<file path="config.mk">
export PLATFORM = sky130hd
export DESIGN_NAME = tomc_top
export DESIGN_NICKNAME = d
export VERILOG_FILES = /design/src/shared/tomc_pkg.sv /design/src/verilog/tomc_top.sv
export SDC_FILE = /design/constraint.sdc
export NUM_CORES = 1
export LEC_CHECK = 0
export ABC_CLOCK_PERIOD_IN_PS = 8700
export BUFFER_PORTS_ARGS = -buffer_cell sky130_fd_sc_hd__clkbuf_2
export CAP_MARGIN = 20
export CORE_AREA = 2 2 119 121
export DETAILED_ROUTE_END_ITERATION = 10
export DIE_AREA = 0 0 121 123
export PLACE_DENSITY = 0.69
export SYNTH_ARGS = -nofsm -noshare
export SYNTH_HDL_FRONTEND = slang
export SYNTH_SLANG_ARGS = --single-unit
</file>
<file path="constraint.sdc">
create_clock -name I_CLK_SYS -period 8.7 [get_ports I_CLK_SYS]
set_input_delay 0.87 -clock I_CLK_SYS [delete_from_list [all_inputs] [get_ports I_CLK_SYS]]
set_output_delay 0.87 -clock I_CLK_SYS [all_outputs]
set_load 0.03 [all_outputs]
</file>
<file path="src/shared/tomc_pkg.sv">
// Package for the timer output/measure channel: register map, fields, modes and resets
`default_nettype none
package tomc_pkg;
	// Register byte offsets
	localparam logic [7:0] OFF_CTRL = 8'h00;
	localparam logic [7:0] OFF_PRESC = 8'h04;
	localparam logic [7:0] OFF_RELOAD = 8'h08;
	localparam logic [7:0] OFF_COUNT = 8'h0c;
	localparam logic [7:0] OFF_CORR = 8'h10;
	localparam logic [7:0] OFF_MEASURE = 8'h14;
	localparam logic [7:0] OFF_STATUS = 8'h18;
	// Control field positions
	localparam int CTRL_EN_BIT = 0;
	localparam int CTRL_MODE_LSB = 4;
	localparam int CTRL_FFINIT_BIT = 8;
	// Status field positions
	localparam int STAT_RUN_BIT = 0;
	localparam int STAT_FF_BIT = 1;
	localparam int STAT_UDF_BIT = 2;
	localparam int STAT_MEAS_BIT = 3;
	// Reset values, and the count shown after a continuous reload
	localparam logic [15:0] RST_COUNT = 16'h0000;
	localparam logic [15:0] RST_RELOAD = 16'h0000;
	localparam logic [7:0] RST_PRESC = 8'h00;
	localparam logic [15:0] VAL_AFTER_RELOAD = 16'hffff;
	// Operating modes
	typedef enum logic [2:0] {
		TOMC_MEAS_FREE = 3'h0,
		TOMC_MEAS_CLEAR = 3'h1,
		TOMC_SINGLE = 3'h4,
		TOMC_DELAYED = 3'h5,
		TOMC_CONT = 3'h6
	} tomc_mode_t;
	// APB request bundle
	typedef struct packed {
		logic sel;
		logic enable;
		logic write;
		logic [7:0] addr;
		logic [31:0] wdata;
	} tomc_apb_req_t;
endpackage
`default_nettype wire

</file>
<file path="src/verilog/tomc_top.sv">
// Timer output/measure channel with APB registers, prescaler, counter and output flip-flop
//
// Local design decisions: the register addresses and register access over APB.
`default_nettype none
module tomc_top #(
	parameter int CNT_W = 16,
	parameter int PRESC_W = 8
) (
	// Clock and reset
	input wire logic I_CLK_SYS,
	input wire logic I_RST,
	// APB slave
	input wire logic I_PSEL,
	input wire logic I_PENABLE,
	input wire logic I_PWRITE,
	input wire logic [7:0] I_PADDR,
	input wire logic [31:0] I_PWDATA,
	output logic [31:0] O_PRDATA,
	output logic O_PREADY,
	output logic O_PSLVERR,
	// External pins
	input wire logic I_EXT_ENABLE,
	input wire logic I_MEASURE_EVENT,
	// Channel outputs
	output logic O_TIMER_OUT,
	output logic O_UNDERFLOW
);
	tomc_pkg::tomc_apb_req_t req;
	assign req = '{I_PSEL, I_PENABLE, I_PWRITE, I_PADDR, I_PWDATA};

	// Pin synchronisers and edge detection on the second stage only
	logic [2:0] ext_sync;
	logic [2:0] meas_sync;
	always_ff @(posedge I_CLK_SYS or posedge I_RST) begin
		if (I_RST) begin
			ext_sync <= 3'h0;
			meas_sync <= 3'h0;
		end else begin
			ext_sync <= {ext_sync[1:0], I_EXT_ENABLE};
			meas_sync <= {meas_sync[1:0], I_MEASURE_EVENT};
		end
	end
	wire ext_rise = ext_sync[1] & ~ext_sync[2];
	wire meas_rise = meas_sync[1] & ~meas_sync[2];

	// Registers
	logic run;
	logic [2:0] mode;
	logic ff_init;
	logic [PRESC_W-1:0] presc_div;
	logic [PRESC_W-1:0] presc_cnt;
	logic [CNT_W-1:0] reload;
	logic [CNT_W-1:0] count;
	logic [CNT_W-1:0] measure;
	logic load_pending;
	logic ff_armed;
	logic udf_flag;
	logic meas_flag;
	logic reload_pend;

	function automatic logic hit(input tomc_pkg::tomc_apb_req_t r, input logic [7:0] off);
		hit = r.sel && r.enable && r.addr == off;
	endfunction

	wire wr_ctrl = hit(req, tomc_pkg::OFF_CTRL) && req.write;
	wire wr_presc = hit(req, tomc_pkg::OFF_PRESC) && req.write;
	wire wr_reload = hit(req, tomc_pkg::OFF_RELOAD) && req.write;
	wire wr_count = hit(req, tomc_pkg::OFF_COUNT) && req.write;
	wire wr_corr = hit(req, tomc_pkg::OFF_CORR) && req.write;
	wire wr_status = hit(req, tomc_pkg::OFF_STATUS) && req.write;
	wire rd_access = req.sel && req.enable && !req.write;
	wire wr_en_val = req.wdata[tomc_pkg::CTRL_EN_BIT];

	wire is_output = mode[2];
	wire is_single = (mode == 3'(tomc_pkg::TOMC_SINGLE)) || (mode == 3'(tomc_pkg::TOMC_DELAYED));
	wire is_cont = mode == 3'(tomc_pkg::TOMC_CONT);
	wire is_meas = (mode == 3'(tomc_pkg::TOMC_MEAS_FREE)) || (mode == 3'(tomc_pkg::TOMC_MEAS_CLEAR));

	// Count clock: one-cycle enable from the prescaler divider
	wire tick = presc_cnt == presc_div;
	wire [PRESC_W-1:0] next_presc_cnt = tick ? '0 : presc_cnt + 1'b1;

	// Underflow happens on a tick while running in an output mode with no load pending and the count zero
	wire underflow = run && tick && !load_pending && count == '0 && is_output;
	// Measure counters count upward and never underflow here
	wire stop_udf = underflow && is_single;

	// Run bit priorities
	logic next_run;
	always_comb begin
		next_run = run;
		if (ext_rise && is_output)
			next_run = 1'b1;
		if (stop_udf)
			next_run = 1'b0;
		if (wr_ctrl)
			next_run = wr_en_val;
	end
	wire start = next_run && !run;

	// Counter next value
	logic [CNT_W-1:0] next_count;
	always_comb begin
		next_count = count;
		if (start && is_output) begin
			next_count = count;
		end else if (run && tick && load_pending) begin
			next_count = reload - 1'b1;
		end else if (run && tick && reload_pend) begin
			// The ffff view after a continuous reload lasts until the next count clock
			next_count = reload - 1'b1;
		end else if (underflow && is_cont) begin
			next_count = tomc_pkg::VAL_AFTER_RELOAD;
		end else if (run && tick && is_output && !underflow) begin
			next_count = count - 1'b1;
		end else if (run && tick && is_meas) begin
			next_count = count + 1'b1;
		end
		if (run && meas_rise && mode == 3'(tomc_pkg::TOMC_MEAS_CLEAR))
			next_count = '0;
		// The wrap is silent: no carry is kept, so no overflow event exists
		if (wr_corr)
			next_count = CNT_W'(next_count + req.wdata[CNT_W-1:0]);
		if (wr_count)
			next_count = req.wdata[CNT_W-1:0];
	end

	// Capture takes the written value when it coincides with the event
	wire [CNT_W-1:0] capture_val = wr_count ? req.wdata[CNT_W-1:0] : count;

	always_ff @(posedge I_CLK_SYS or posedge I_RST) begin
		if (I_RST) begin
			run <= 1'b0;
			mode <= 3'(tomc_pkg::TOMC_MEAS_FREE);
			ff_init <= 1'b0;
			presc_div <= tomc_pkg::RST_PRESC;
			presc_cnt <= '0;
			reload <= tomc_pkg::RST_RELOAD;
			count <= tomc_pkg::RST_COUNT;
			measure <= '0;
		end else begin
			run <= next_run;
			presc_cnt <= next_presc_cnt;
			count <= next_count;
			if (wr_ctrl) begin
				mode <= req.wdata[tomc_pkg::CTRL_MODE_LSB +: 3];
				ff_init <= req.wdata[tomc_pkg::CTRL_FFINIT_BIT];
			end
			if (wr_presc)
				presc_div <= req.wdata[PRESC_W-1:0];
			if (wr_reload)
				reload <= req.wdata[CNT_W-1:0];
			if (meas_rise && run && is_meas)
				measure <= capture_val;
		end
	end

	// Load from reload waits for the first count-clock tick after start
	always_ff @(posedge I_CLK_SYS or posedge I_RST) begin
		if (I_RST) begin
			load_pending <= 1'b0;
			reload_pend <= 1'b0;
			ff_armed <= 1'b0;
		end else begin
			if (start && is_output)
				load_pending <= 1'b1;
			else if (tick)
				load_pending <= 1'b0;
			reload_pend <= (underflow && is_cont) || (reload_pend && run && !tick);
			// Flip-flop is armed only at the first tick after start
			if (!next_run)
				ff_armed <= 1'b0;
			else if (run && tick)
				ff_armed <= 1'b1;
		end
	end

	// Continuous mode: ffff holds until the next count-clock tick, which brings reload minus one
	wire cont_fix = reload_pend && run;

	// Output flip-flop and event flags
	always_ff @(posedge I_CLK_SYS or posedge I_RST) begin
		if (I_RST) begin
			O_TIMER_OUT <= 1'b0;
			O_UNDERFLOW <= 1'b0;
			udf_flag <= 1'b0;
			meas_flag <= 1'b0;
		end else begin
			O_UNDERFLOW <= underflow;
			if (wr_ctrl)
				O_TIMER_OUT <= req.wdata[tomc_pkg::CTRL_FFINIT_BIT];
			else if (ff_armed && (underflow || (run && tick && load_pending)))
				O_TIMER_OUT <= ~O_TIMER_OUT;
			// Set beats the write-one clear
			udf_flag <= underflow || (udf_flag && !(wr_status && req.wdata[tomc_pkg::STAT_UDF_BIT]));
			meas_flag <= (meas_rise && run && is_meas)
				|| (meas_flag && !(wr_status && req.wdata[tomc_pkg::STAT_MEAS_BIT]));
		end
	end

	// Count read: show ffff while a continuous reload is pending, else the live count
	wire [CNT_W-1:0] count_view = cont_fix ? tomc_pkg::VAL_AFTER_RELOAD : count;

	logic [31:0] rd_mux;
	always_comb begin
		rd_mux = 32'h0;
		unique case (req.addr)
			tomc_pkg::OFF_CTRL: begin
				rd_mux[tomc_pkg::CTRL_EN_BIT] = run;
				rd_mux[tomc_pkg::CTRL_MODE_LSB +: 3] = mode;
				rd_mux[tomc_pkg::CTRL_FFINIT_BIT] = ff_init;
			end
			tomc_pkg::OFF_PRESC: rd_mux[PRESC_W-1:0] = presc_div;
			tomc_pkg::OFF_RELOAD: rd_mux[CNT_W-1:0] = reload;
			tomc_pkg::OFF_COUNT: rd_mux[CNT_W-1:0] = count_view;
			tomc_pkg::OFF_MEASURE: rd_mux[CNT_W-1:0] = measure;
			tomc_pkg::OFF_STATUS: begin
				rd_mux[tomc_pkg::STAT_RUN_BIT] = run;
				rd_mux[tomc_pkg::STAT_FF_BIT] = O_TIMER_OUT;
				rd_mux[tomc_pkg::STAT_UDF_BIT] = udf_flag;
				rd_mux[tomc_pkg::STAT_MEAS_BIT] = meas_flag;
			end
			default: rd_mux = 32'h0;
		endcase
	end

	wire addr_ok = req.addr == tomc_pkg::OFF_CTRL || req.addr == tomc_pkg::OFF_PRESC
		|| req.addr == tomc_pkg::OFF_RELOAD || req.addr == tomc_pkg::OFF_COUNT
		|| req.addr == tomc_pkg::OFF_CORR || req.addr == tomc_pkg::OFF_MEASURE
		|| req.addr == tomc_pkg::OFF_STATUS;

	// Ready is a registered zero-wait answer; the access phase is one cycle after setup
	always_ff @(posedge I_CLK_SYS or posedge I_RST) begin
		if (I_RST) begin
			O_PRDATA <= 32'h0;
			O_PREADY <= 1'b1;
			O_PSLVERR <= 1'b0;
		end else begin
			O_PREADY <= 1'b1;
			if (req.sel && !req.enable) begin
				O_PRDATA <= req.write ? 32'h0 : rd_mux;
				O_PSLVERR <= !addr_ok;
			end else if (rd_access) begin
				O_PRDATA <= O_PRDATA;
			end else if (!req.sel) begin
				// The error answer belongs to one access only
				O_PSLVERR <= 1'b0;
			end
		end
	end
endmodule
`default_nettype wire

</file>
==> reports/qor.csv, run 1 <==
metric;value;unit
dr.pass1.iters;6;
internal_power;0.962;mW
final_hold_viol_count;0;
netlist_instances;742;
cts_tree;yes;
cpMostUsedCell;nor2_1;
dr.first_iter.drc_count;641;
vias;5779;
cts_htree_levels;3;
ys_seq_area_frac;0.371;
period_share;0.588;
yosysUniqueCellTypes;74;
cp.required;8910;ps
syn_area_per_cell;9.00;um^2
via_per_inst;6.01;
report.final.slew_viol_count;0;
grt_pass1_wl;30.7;mm
dp.cells;944;
start_util;0.491;
ant_nets;0;
power_frac_comb;0.366;
irDropWorstVdd;120;uV
synth_area;0.00668;mm^2
wl_per_cell;20.2;um
syn_to_final_growth;9.24;%
crit_buf_inv;0;
die-area;0.0149;mm^2
synth-edff-count;0;
ys_warn_count;0;
fmax;195;MHz
clock_path_buffers;2;
numCtsBuffers;9;
cts_resized;0;
power_density;215;mW/mm^2
p_sw;0.608;mW
mostFrequentLayoutCells;dfrtp_1 (99), nand2_1 (91), nor2_1 (56);
cts_root_buf;clkbuf_16;
outcome;finished, final reports clean;
grt_start_max_net_pins;73;
drc;0;
worst_setup_path_end_kind;flop;
gp_congestion;0.909;
grt_usage;0.270;
critical-path-slowest-cell;nor2_1;
diodes;0;
dp_hpwl;14.5;mm
die_x;121;um
tightest_slew;1130;ps
min_period;5120;ps
antenna_found_initial;0;
drive_above_1_share;0.165;
io-pin-count;83;
fin_skew;8.28;ps
final_net_count;844;
crit_chain;xnor2_1 > nand4_2 > nor2_1 > and2_1 > a32oi_1 > xor2_1 > a21oi_1 > ha_1 > o21a_1 > nor2_1 > or3_1 > and3_1 > o31ai_1 > a2111oi_0 > a41oi_1 > o2111ai_1;
clk-insertion-delay-late;350;ps
setup-tns-final;0;ps
fillers;1263;
synth_flop_cell;dfrtp_1;
crit_path_start_kind;flop;
postCtsHoldBufs;0;
routed_wl;19.4;mm
clockPowerShare;0.263;
ys_seq_elements;99;
grt_pass1_vias;5466;
io_buffer_count;49;
cts.clk_slew.worst_paths;70;ps
die_y;123;um
crit_type;flop to flop;
clock_sinks;99;
synthArstFlopShare;1.00;
hold_path_class;flop to flop;
max-cap-violations;0;
p_seq_frac;0.371;
setup_violations;0;
critPathMaxFanout;13;
max_stage_delay;1050;ps
rsz0062_at_grt;false;
post_cts_buffers;0;
arrival;5330;ps
netSwitchingFraction;0.387;
grt-ovfl-total;0;
final_common_cell;dfrtp_1;
fp-row-count;43;
coreArea;0.0136;mm^2
stdcell_count;961;
crit_family;simple AND/OR/NAND/NOR gates;
max-slew-margin-rel;0.246;
p_leak;3.28;nW
[sequential cells by signal (all words and copies together), names as in the netlist]
register,cells
O_TIMER_OUT,1
mode,3
reload_pend,1
O_PRDATA,16
run,1
presc_div,8
load_pending,1
udf_flag,1
meas_flag,1
O_UNDERFLOW,1
reload,16
ff_armed,1
ext_sync,3
O_PSLVERR,1
presc_cnt,8
count,16
ff_init,1
meas_sync,3
measure,16
[routing by layer]
layer | wire length [um] | share of wire | vias up | GRT usage
met5 | 0 | 0 | - | 0
met4 | 436 | 0.022 | 0 | 0.0872
met3 | 1500 | 0.077 | 25 | 0.0558
met2 | 8660 | 0.45 | 250 | 0.412
met1 | 8820 | 0.45 | 2764 | 0.385
li1 | - | - | 2740 | -
[cell families (layout without fill, tap and decap cells)]
logic type / Yosys count / after routing / share of synthesized area
flip-flops: 99 / 99 / 0.371
buffers and inverters: 71 / 95 / 0.0540
AND/OR/NAND/NOR: 263 / 263 / 0.204
XOR/XNOR: 52 / 52 / 0.0682
adder cells (fa/ha/maj): 21 / 21 / 0.0405
multiplexers: 34 / 34 / 0.0556
AO/OA/AOI/OAI: 200 / 200 / 0.205
other: 2 / 17 / 0.00112
[path summary, 6_finish.rpt]
kind                                               start  cells past startpoint                       end  slack (ps)
worst max register to register  presc_div[6]$_DFFE_PP0P_                     16       count[15]$_DFF_PP0_        3580
min in group asynchronous                          I_RST                      2  O_PRDATA[11]$_DFFE_PP0P_         490
worst max-delay path            presc_div[6]$_DFFE_PP0P_                     16       count[15]$_DFF_PP0_        3580
worst min-delay path              meas_sync[0]$_DFF_PP0_                      0    meas_sync[1]$_DFF_PP0_         350
worst min register to register    meas_sync[0]$_DFF_PP0_                      0    meas_sync[1]$_DFF_PP0_         350
max in group asynchronous                          I_RST                      3     reload_pend$_DFF_PP0_        7000
[cells in the mapped netlist, types with 3 or more instances]
cell type / n / area share
ha_1: 20 / 0.037
nor2_1: 56 / 0.031
a221oi_2: 6 / 0.013
nand2_1: 91 / 0.051
a41oi_1: 7 / 0.0092
o21a_1: 6 / 0.0067
buf_2: 9 / 0.0067
nor4_1: 12 / 0.011
clkbuf_1: 20 / 0.011
a21o_1: 20 / 0.022
and2_1: 4 / 0.0037
a221oi_1: 8 / 0.010
nand2b_1: 6 / 0.0056
or3_1: 4 / 0.0037
o21bai_1: 3 / 0.0034
xnor2_1: 31 / 0.041
o211ai_1: 5 / 0.0056
inv_1: 21 / 0.012
dfrtp_1: 99 / 0.37
buf_4: 18 / 0.020
nand3b_1: 4 / 0.0045
a2111oi_0: 3 / 0.0039
mux2i_1: 9 / 0.013
o21ai_1: 5 / 0.0037
and4_1: 4 / 0.0052
o21ai_0: 43 / 0.032
mux2_2: 25 / 0.042
and3_1: 10 / 0.0094
xor2_1: 21 / 0.028
a31oi_1: 6 / 0.0056
a22o_1: 8 / 0.010
nor3_1: 17 / 0.013
nand3_1: 23 / 0.017
nor2b_1: 3 / 0.0028
o22ai_1: 16 / 0.015
a21oi_1: 43 / 0.032
nand4_1: 5 / 0.0047
[layout make-up]
class | instances | area, um^2 | area share
Clock inverter | 6 | 72.6 | 0.00995
Inverter | 21 | 81.3 | 0.0111
Clock buffer | 10 | 229 | 0.0314
Multi-Input combinational cell | 587 | 3900 | 0.534
Sequential cell | 99 | 2480 | 0.340
Timing Repair Buffer | 58 | 313 | 0.0429
Tap cell | 180 | 225 | 0.0309
[power by group through the flow]
stage               registers [mW]  clock network, mW  logic [mW]
detailed placement           0.588                  0       0.566
global route                 0.588              0.440       0.637
floorplan                    0.550                  0       0.477
global placement             0.585                  0       0.551
CTS                          0.579              0.419       0.569
finish                       0.582              0.413       0.575
[stage by stage]
stage          instance area [um^2]  total power, mW  utilization  hold WS [ps]  worst slack, ps
3_3_place_gp                   6990             1.14        0.513           332             3550
6_report                       7300             1.57        0.536           355             3580
2_1_floorplan                  6740             1.03            -           331             4480
4_1_cts                        7290             1.57        0.535           355             3690
3_5_place_dp                   6990             1.15        0.513           338             3450
5_1_grt                        7300             1.66        0.536           378             3350
No activity file was read; power rests on OpenSTA's default activity.
==> inputs of run 2 (changes only) <==
ABC_CLOCK_PERIOD_IN_PS = 4100   (was 8700)
PLACE_DENSITY = 0.72   (was 0.69)
clock period = 4.1 ns   (was 8.7 ns; I/O delays follow)
==> reports/qor.csv, run 2 (synthesis gave the netlist of run 1 again) <==
metric;value;unit;change
grt_usage;0.293;;was 0.270
die_x;121;um;unchanged
grt_pass1_wl;33.4;mm;was 30.7 mm
final_hold_viol_count;0;;unchanged
final_common_cell;buf_4;;was dfrtp_1
outcome;finished, final reports clean;;unchanged
final_util;0.618;;was 0.536
cts.clk_slew.worst_paths;70;ps;about the same
cts_htree_levels;3;;unchanged
die_y;123;um;unchanged
cp.required;4360;ps;was 8910 ps
via_per_inst;6.01;;about the same
antenna_found_initial;0;;unchanged
max-cap-violations;0;;unchanged
critical-path-slowest-cell;dfrtp_1;;was nor2_1
power_density;464;mW/mm^2;was 215 mW/mm^2
crit_family;simple AND/OR/NAND/NOR gates;;unchanged
p_leak;3.87;nW;was 3.28 nW
fmax;245;MHz;was 195 MHz
diodes;0;;unchanged
report.final.slew_viol_count;0;;unchanged
vias;6408;;was 5,779
start_util;0.491;;unchanged
numCtsBuffers;9;;unchanged
grt_pass1_vias;6204;;was 5,466
worst_setup_path_end_kind;flop;;unchanged
critPathMaxFanout;9;;was 13
fin_skew;10.3;ps;was 8.28 ps
drc;0;;unchanged
arrival;4340;ps;was 5330 ps
postCtsHoldBufs;0;;unchanged
dp.cells;1031;;was 944
drive_above_1_share;0.307;;was 0.165
final_net_count;950;;was 844
cts_root_buf;clkbuf_16;;unchanged
clock_path_buffers;2;;unchanged
setup_slack;13.0;ps;was 3580 ps
layout.area.seq;0.00248;mm^2;unchanged
wl_per_cell;20.5;um;was 20.2 um
cts_tree;yes;;unchanged
hold_path_class;primary input to flop;;was flop to flop
period_share;0.997;;was 0.588
cpMostUsedCell;buf_4;;was nor2_1
dp_hpwl;16.2;mm;was 14.5 mm
io_buffer_count;49;;unchanged
multi_input_area;0.00417;mm^2;was 0.00390 mm^2
fp-row-count;43;;unchanged
pre_cts_slack;-96.6;ps;was 3450 ps
setup_violations;0;;unchanged
dr.first_iter.drc_count;705;;was 641
crit_buf_inv;3;;was 0
fillers;1151;;was 1,263
crit_type;flop to flop;;unchanged
critPathLaunch;presc_div[2]$_DFFE_PP0P_;;was presc_div[6]$_DFFE_PP0P_
grt-ovfl-total;0;;unchanged
gp_congestion;0.969;;was 0.909
clk-insertion-delay-late;350;ps;about the same
reg2reg_from;presc_div[2]$_DFFE_PP0P_;;was presc_div[6]$_DFFE_PP0P_
stdcell_count;1066;;was 961
dr.pass1.iters;6;;unchanged
max_stage_delay;420;ps;was 1050 ps
irDropWorstVdd;371;uV;was 120 uV
routed_wl;21.8;mm;was 19.4 mm
coreArea;0.0136;mm^2;unchanged
setup-tns-final;0;ps;unchanged
grt_start_max_net_pins;67;;was 73
clock_sinks;99;;unchanged
holdCritStartpoint;I_MEASURE_EVENT;;was meas_sync[0]$_DFF_PP0_
rsz0062_at_grt;true;;was false
crit_path_start_kind;flop;;unchanged
min_period;4090;ps;was 5120 ps
die-area;0.0149;mm^2;unchanged
io-pin-count;83;;unchanged
mostFrequentLayoutCells;buf_4 (105), dfrtp_1 (99), nand2_1 (91);;was dfrtp_1 (99), nand2_1 (91), nor2_1 (56)
syn_to_final_growth;26.0;%;was 9.24%
tightest_slew;906;ps;was 1130 ps
ant_nets;0;;unchanged
max-slew-margin-rel;0.391;;was 0.246
crit_chain;xnor2_2 > nand4_4 > buf_12 > nor3_1 > buf_4 > nand3_1 > a2111oi_2 > nor3_2 > ha_1 > nand3_2 > or3_4 > and3_4 > o31ai_4 > buf_4 > a21oi_1 > or2_1 > o2111ai_2;;was xnor2_1 > nand4_2 > nor2_1 > and2_1 > a32oi_1 > xor2_1 > a21oi_1 > ha_1 > o21a_1 > nor2_1 > or3_1 > and3_1 > o31ai_1 > a2111oi_0 > a41oi_1 > o2111ai_1
==> run 2: cell count changes in the layout (fill, tap and decap cells not counted), moves of 3 or more <==
cell / change
ha_1: -3
xnor2_2: +5
a21oi_2: +4
xnor2_1: -5
buf_12: +5
buf_6: +5
buf_4: +96
nor4_4: +3
a41oi_1: -3
o21ai_0: -3
a21oi_1: -4
==> run 2: worst register-to-register path, cell delays in order, from the launching register on <==
cell and delay (ps):
dfrtp_1 420, xnor2_2 230, nand4_4 180, buf_12 200, nor3_1 340, buf_4 210
nand3_1 100, a2111oi_2 400, nor3_2 120, ha_1 340, nand3_2 70, or3_4 400
and3_4 180, o31ai_4 230, buf_4 170, a21oi_1 60, or2_1 270, o2111ai_2 80
==> run 2: where the power goes <==
group / total (mW) / leakage, nW / internal (mW) / switching, mW
clock network: 0.788 / 0.129 / 0.412 / 0.376
registers: 1.15 / 1.29 / 1.08 / 0.0737
logic: 1.97 / 2.45 / 0.930 / 1.04
==> run 2: worst paths after layout <==
check,to,slack [ps],depth (start not counted)
worst max-delay path,count[15]$_DFF_PP0_,10,17
worst max register to register,count[15]$_DFF_PP0_,10,17
worst min register to register,meas_sync[1]$_DFF_PP0_,350,0
min in group asynchronous,reload[10]$_DFFE_PP0P_,240,2
worst min-delay path,meas_sync[0]$_DFF_PP0_,170,1
max in group asynchronous,O_UNDERFLOW$_DFF_PP0_,2930,3
==> run 2: metal layers <==
metal	part of all wire	GRT usage	vias to the layer above
met1	0.42	0.393	3095
li1	-	-	2946
met2	0.47	0.473	303
met5	0	0	-
met4	0.034	0.111	0
met3	0.080	0.0526	64
==> run 2: timing repair <==
action,in CTS,in global routing
setup buffers,4,17
pin swaps,6,41
gates resized for setup,9,49
cloned,0,0
setup endpoints to repair,3,8
==> run 2: layout make-up <==
class / instances / share of cell area
flip-flops and latches: 99 / 0.294
inverters: 21 / 0.00967
repair buffers: 164 / 0.141
clock buffers: 10 / 0.0272
well taps: 180 / 0.0268
multi-input cells: 587 / 0.496
clock inverters: 5 / 0.00461
==> run 2: through the flow <==
stage	hold slack, ps	area (um^2)	total power [mW]
finish	169	8410	3.91
global route	159	8410	4.11
CTS	168	8040	3.61
detailed placement	335	7690	2.78
global placement	337	7690	2.73
floorplan	331	6740	2.18
==> inputs of run 3 (changes only) <==
GPL_TIMING_DRIVEN = 0   (was not set)
PLACE_DENSITY = 0.75   (was 0.72)
==> reports/qor.csv, run 3 (synthesis gave the netlist of run 1 again) <==
metric;value;unit;change
crit_chain;xnor2_1 > nand4_2 > buf_4 > nor4_4 > buf_4 > a31oi_4 > a221oi_2 > ha_2 > buf_4 > buf_4 > a211oi_2 > o21a_1 > or3_4 > and3_4 > o31ai_4 > a2111oi_2 > a41oi_1 > o2111ai_1;;was xnor2_2 > nand4_4 > buf_12 > nor3_1 > buf_4 > nand3_1 > a2111oi_2 > nor3_2 > ha_1 > nand3_2 > or3_4 > and3_4 > o31ai_4 > buf_4 > a21oi_1 > or2_1 > o2111ai_2
final_util;0.614;;was 0.618
cpMostUsedCell;buf_4;;unchanged
max-slew-margin-rel;0.357;;was 0.391
crit_type;flop to flop;;unchanged
clock_sinks;99;;unchanged
critPathMaxFanout;4;;was 9
routed_wl;21.0;mm;was 21.8 mm
max_stage_delay;430;ps;was 420 ps
multi_input_area;0.00426;mm^2;was 0.00417 mm^2
violations;setup timing;;
antenna_found_initial;0;;unchanged
crit_family;compound AO/OA/AOI/OAI gates;;was simple AND/OR/NAND/NOR gates
io-pin-count;83;;unchanged
setup_violations;1;;was 0
dr.pass1.iters;5;;was 6
grt_pass1_wl;31.7;mm;was 33.4 mm
dp_hpwl;15.1;mm;was 16.2 mm
max-cap-violations;0;;unchanged
p_leak;3.74;nW;was 3.87 nW
worst_setup_path_end_kind;flop;;unchanged
irDropWorstVdd;295;uV;was 371 uV
tightest_slew;958;ps;was 906 ps
placed_area;0.00725;mm^2;was 0.00769 mm^2
grt_start_max_net_pins;59;;was 67
report.final.slew_viol_count;0;;unchanged
drc;0;;unchanged
power_density;477;mW/mm^2;was 464 mW/mm^2
crit_path_start_kind;flop;;unchanged
ant_nets;0;;unchanged
fin_skew;10.2;ps;was 10.3 ps
layout.area.seq;0.00249;mm^2;was 0.00248 mm^2
grt-ovfl-total;0;;unchanged
vias;6284;;was 6,408
mostFrequentLayoutCells;dfrtp_1 (92), nand2_1 (91), buf_4 (70);;was buf_4 (105), dfrtp_1 (99), nand2_1 (91)
final_hold_viol_count;0;;unchanged
cts_tree;yes;;unchanged
grt_usage;0.280;;was 0.293
dr.first_iter.drc_count;594;;was 705
crit_buf_inv;4;;was 3
die_y;123;um;unchanged
syn_to_final_growth;25.1;%;was 26.0%
final_net_count;935;;was 950
io_buffer_count;48;;was 49
fp-row-count;43;;unchanged
final_area;0.00835;mm^2;was 0.00841 mm^2
coreArea;0.0136;mm^2;unchanged
clk-insertion-delay-late;360;ps;was 350 ps
start_util;0.491;;unchanged
grt_pass1_vias;5737;;was 6,204
postCtsHoldBufs;0;;unchanged
rsz0062_at_grt;true;;unchanged
cts_root_buf;clkbuf_16;;unchanged
fmax;242;MHz;was 245 MHz
cts_htree_levels;3;;unchanged
setup_slack;-40.2;ps;was 13.0 ps
hold_path_class;primary input to async pin;;was primary input to flop
wl_per_cell;19.9;um;was 20.5 um
clock_path_buffers;2;;unchanged
numCtsBuffers;9;;unchanged
gp_congestion;0.993;;was 0.969
final_common_cell;dfrtp_1;;was buf_4
via_per_inst;5.97;;was 6.01
min_period;4140;ps;was 4090 ps
period_share;1.01;;was 0.997
critical-path-slowest-cell;dfrtp_1;;unchanged
arrival;4370;ps;was 4340 ps
outcome;finished, violations left;;was finished, final reports clean
die-area;0.0149;mm^2;unchanged
cp.required;4330;ps;was 4360 ps
diodes;0;;unchanged
die_x;121;um;unchanged
cts.clk_slew.worst_paths;80;ps;was 70 ps
drive_above_1_share;0.292;;was 0.307
pre_cts_slack;-969;ps;was -96.6 ps
fillers;1164;;was 1,151
[run 3: cell count changes in the layout (fill, tap and decap cells not counted), sizes merged]
cell,before,now
inv,22,23
bufinv,0,2
clkbuf,59,76
clkdlybuf4s15,0,1
buf,115,82
clkinv,3,1
[run 3: worst paths after layout]
check / startpoint / endpoint / slack (ps) / cells after the start
hold / removal: I_RST / presc_cnt[2]$_DFF_PP0_ / 80 / 2
setup reg to reg: presc_div[6]$_DFFE_PP0P_ / count[15]$_DFF_PP0_ / -40 / 18
min in group I_CLK_SYS: I_MEASURE_EVENT / meas_sync[0]$_DFF_PP0_ / 150 / 1
max in group asynchronous: I_RST / count[9]$_DFF_PP0_ / 3340 / 3
hold reg to reg: meas_sync[0]$_DFF_PP0_ / meas_sync[1]$_DFF_PP0_ / 350 / 0
setup / recovery: presc_div[6]$_DFFE_PP0P_ / count[15]$_DFF_PP0_ / -40 / 18
[run 3: timing repair]
item,4_1_cts,5_1_grt
pin swaps,33,28
setup endpoints to repair,12,9
resized for setup,37,55
setup buffers,23,28
[run 3: worst register-to-register path: stages, from the launching register on]
cell       delay, ps
dfrtp_1          430
xnor2_1          200
nand4_2          250
buf_4            230
nor4_4           370
buf_4            230
a31oi_4           60
a221oi_2         290
ha_2             250
buf_4            110
buf_4            100
a211oi_2          70
o21a_1           210
or3_4            340
and3_4           190
o31ai_4          270
a2111oi_2         70
a41oi_1          180
o2111ai_1        140
[run 3: through the flow]
step | hold slack (ps) | power, mW | std cells | setup TNS [ps]
6_report | 83.8 | 3.99 | 1052 | -40.2
5_1_grt | 134 | 4.19 | 1052 | -368
4_1_cts | 95.4 | 3.64 | 1024 | -26.3
3_5_place_dp | 340 | 2.49 | 988 | -5320
3_3_place_gp | 336 | 2.46 | 985 | -8250
2_1_floorplan | 331 | 2.18 | 757 | 0
[run 3: final cells by class]
| type | instances | share of cell area |
|---|---|---|
| multi-input cells | 587 | 0.510 |
| flip-flops and latches | 99 | 0.298 |
| repair buffers | 102 | 0.0803 |
| plain buffers | 47 | 0.0362 |
| clock buffers | 10 | 0.0274 |
| well taps | 180 | 0.0270 |
| clock inverters | 6 | 0.0115 |
| inverters | 21 | 0.00973 |
[run 3: power breakdown]
| group | switching (mW) | total (mW) | internal [mW] |
|---|---|---|---|
| combinational | 0.979 | 1.83 | 0.856 |
| clock | 0.408 | 0.951 | 0.543 |
| sequential | 0.121 | 1.20 | 1.08 |
| total | 1.51 | 3.99 | 2.48 |
[run 3: per-layer routing]
metal / vias to the layer above / routed length [um] / track usage
li1: 2918 / - / -
met1: 2996 / 8760 / 0.368
met2: 318 / 9750 / 0.451
met3: 52 / 1760 / 0.0567
met4: 0 / 710 / 0.118
met5: - / 0 / 0
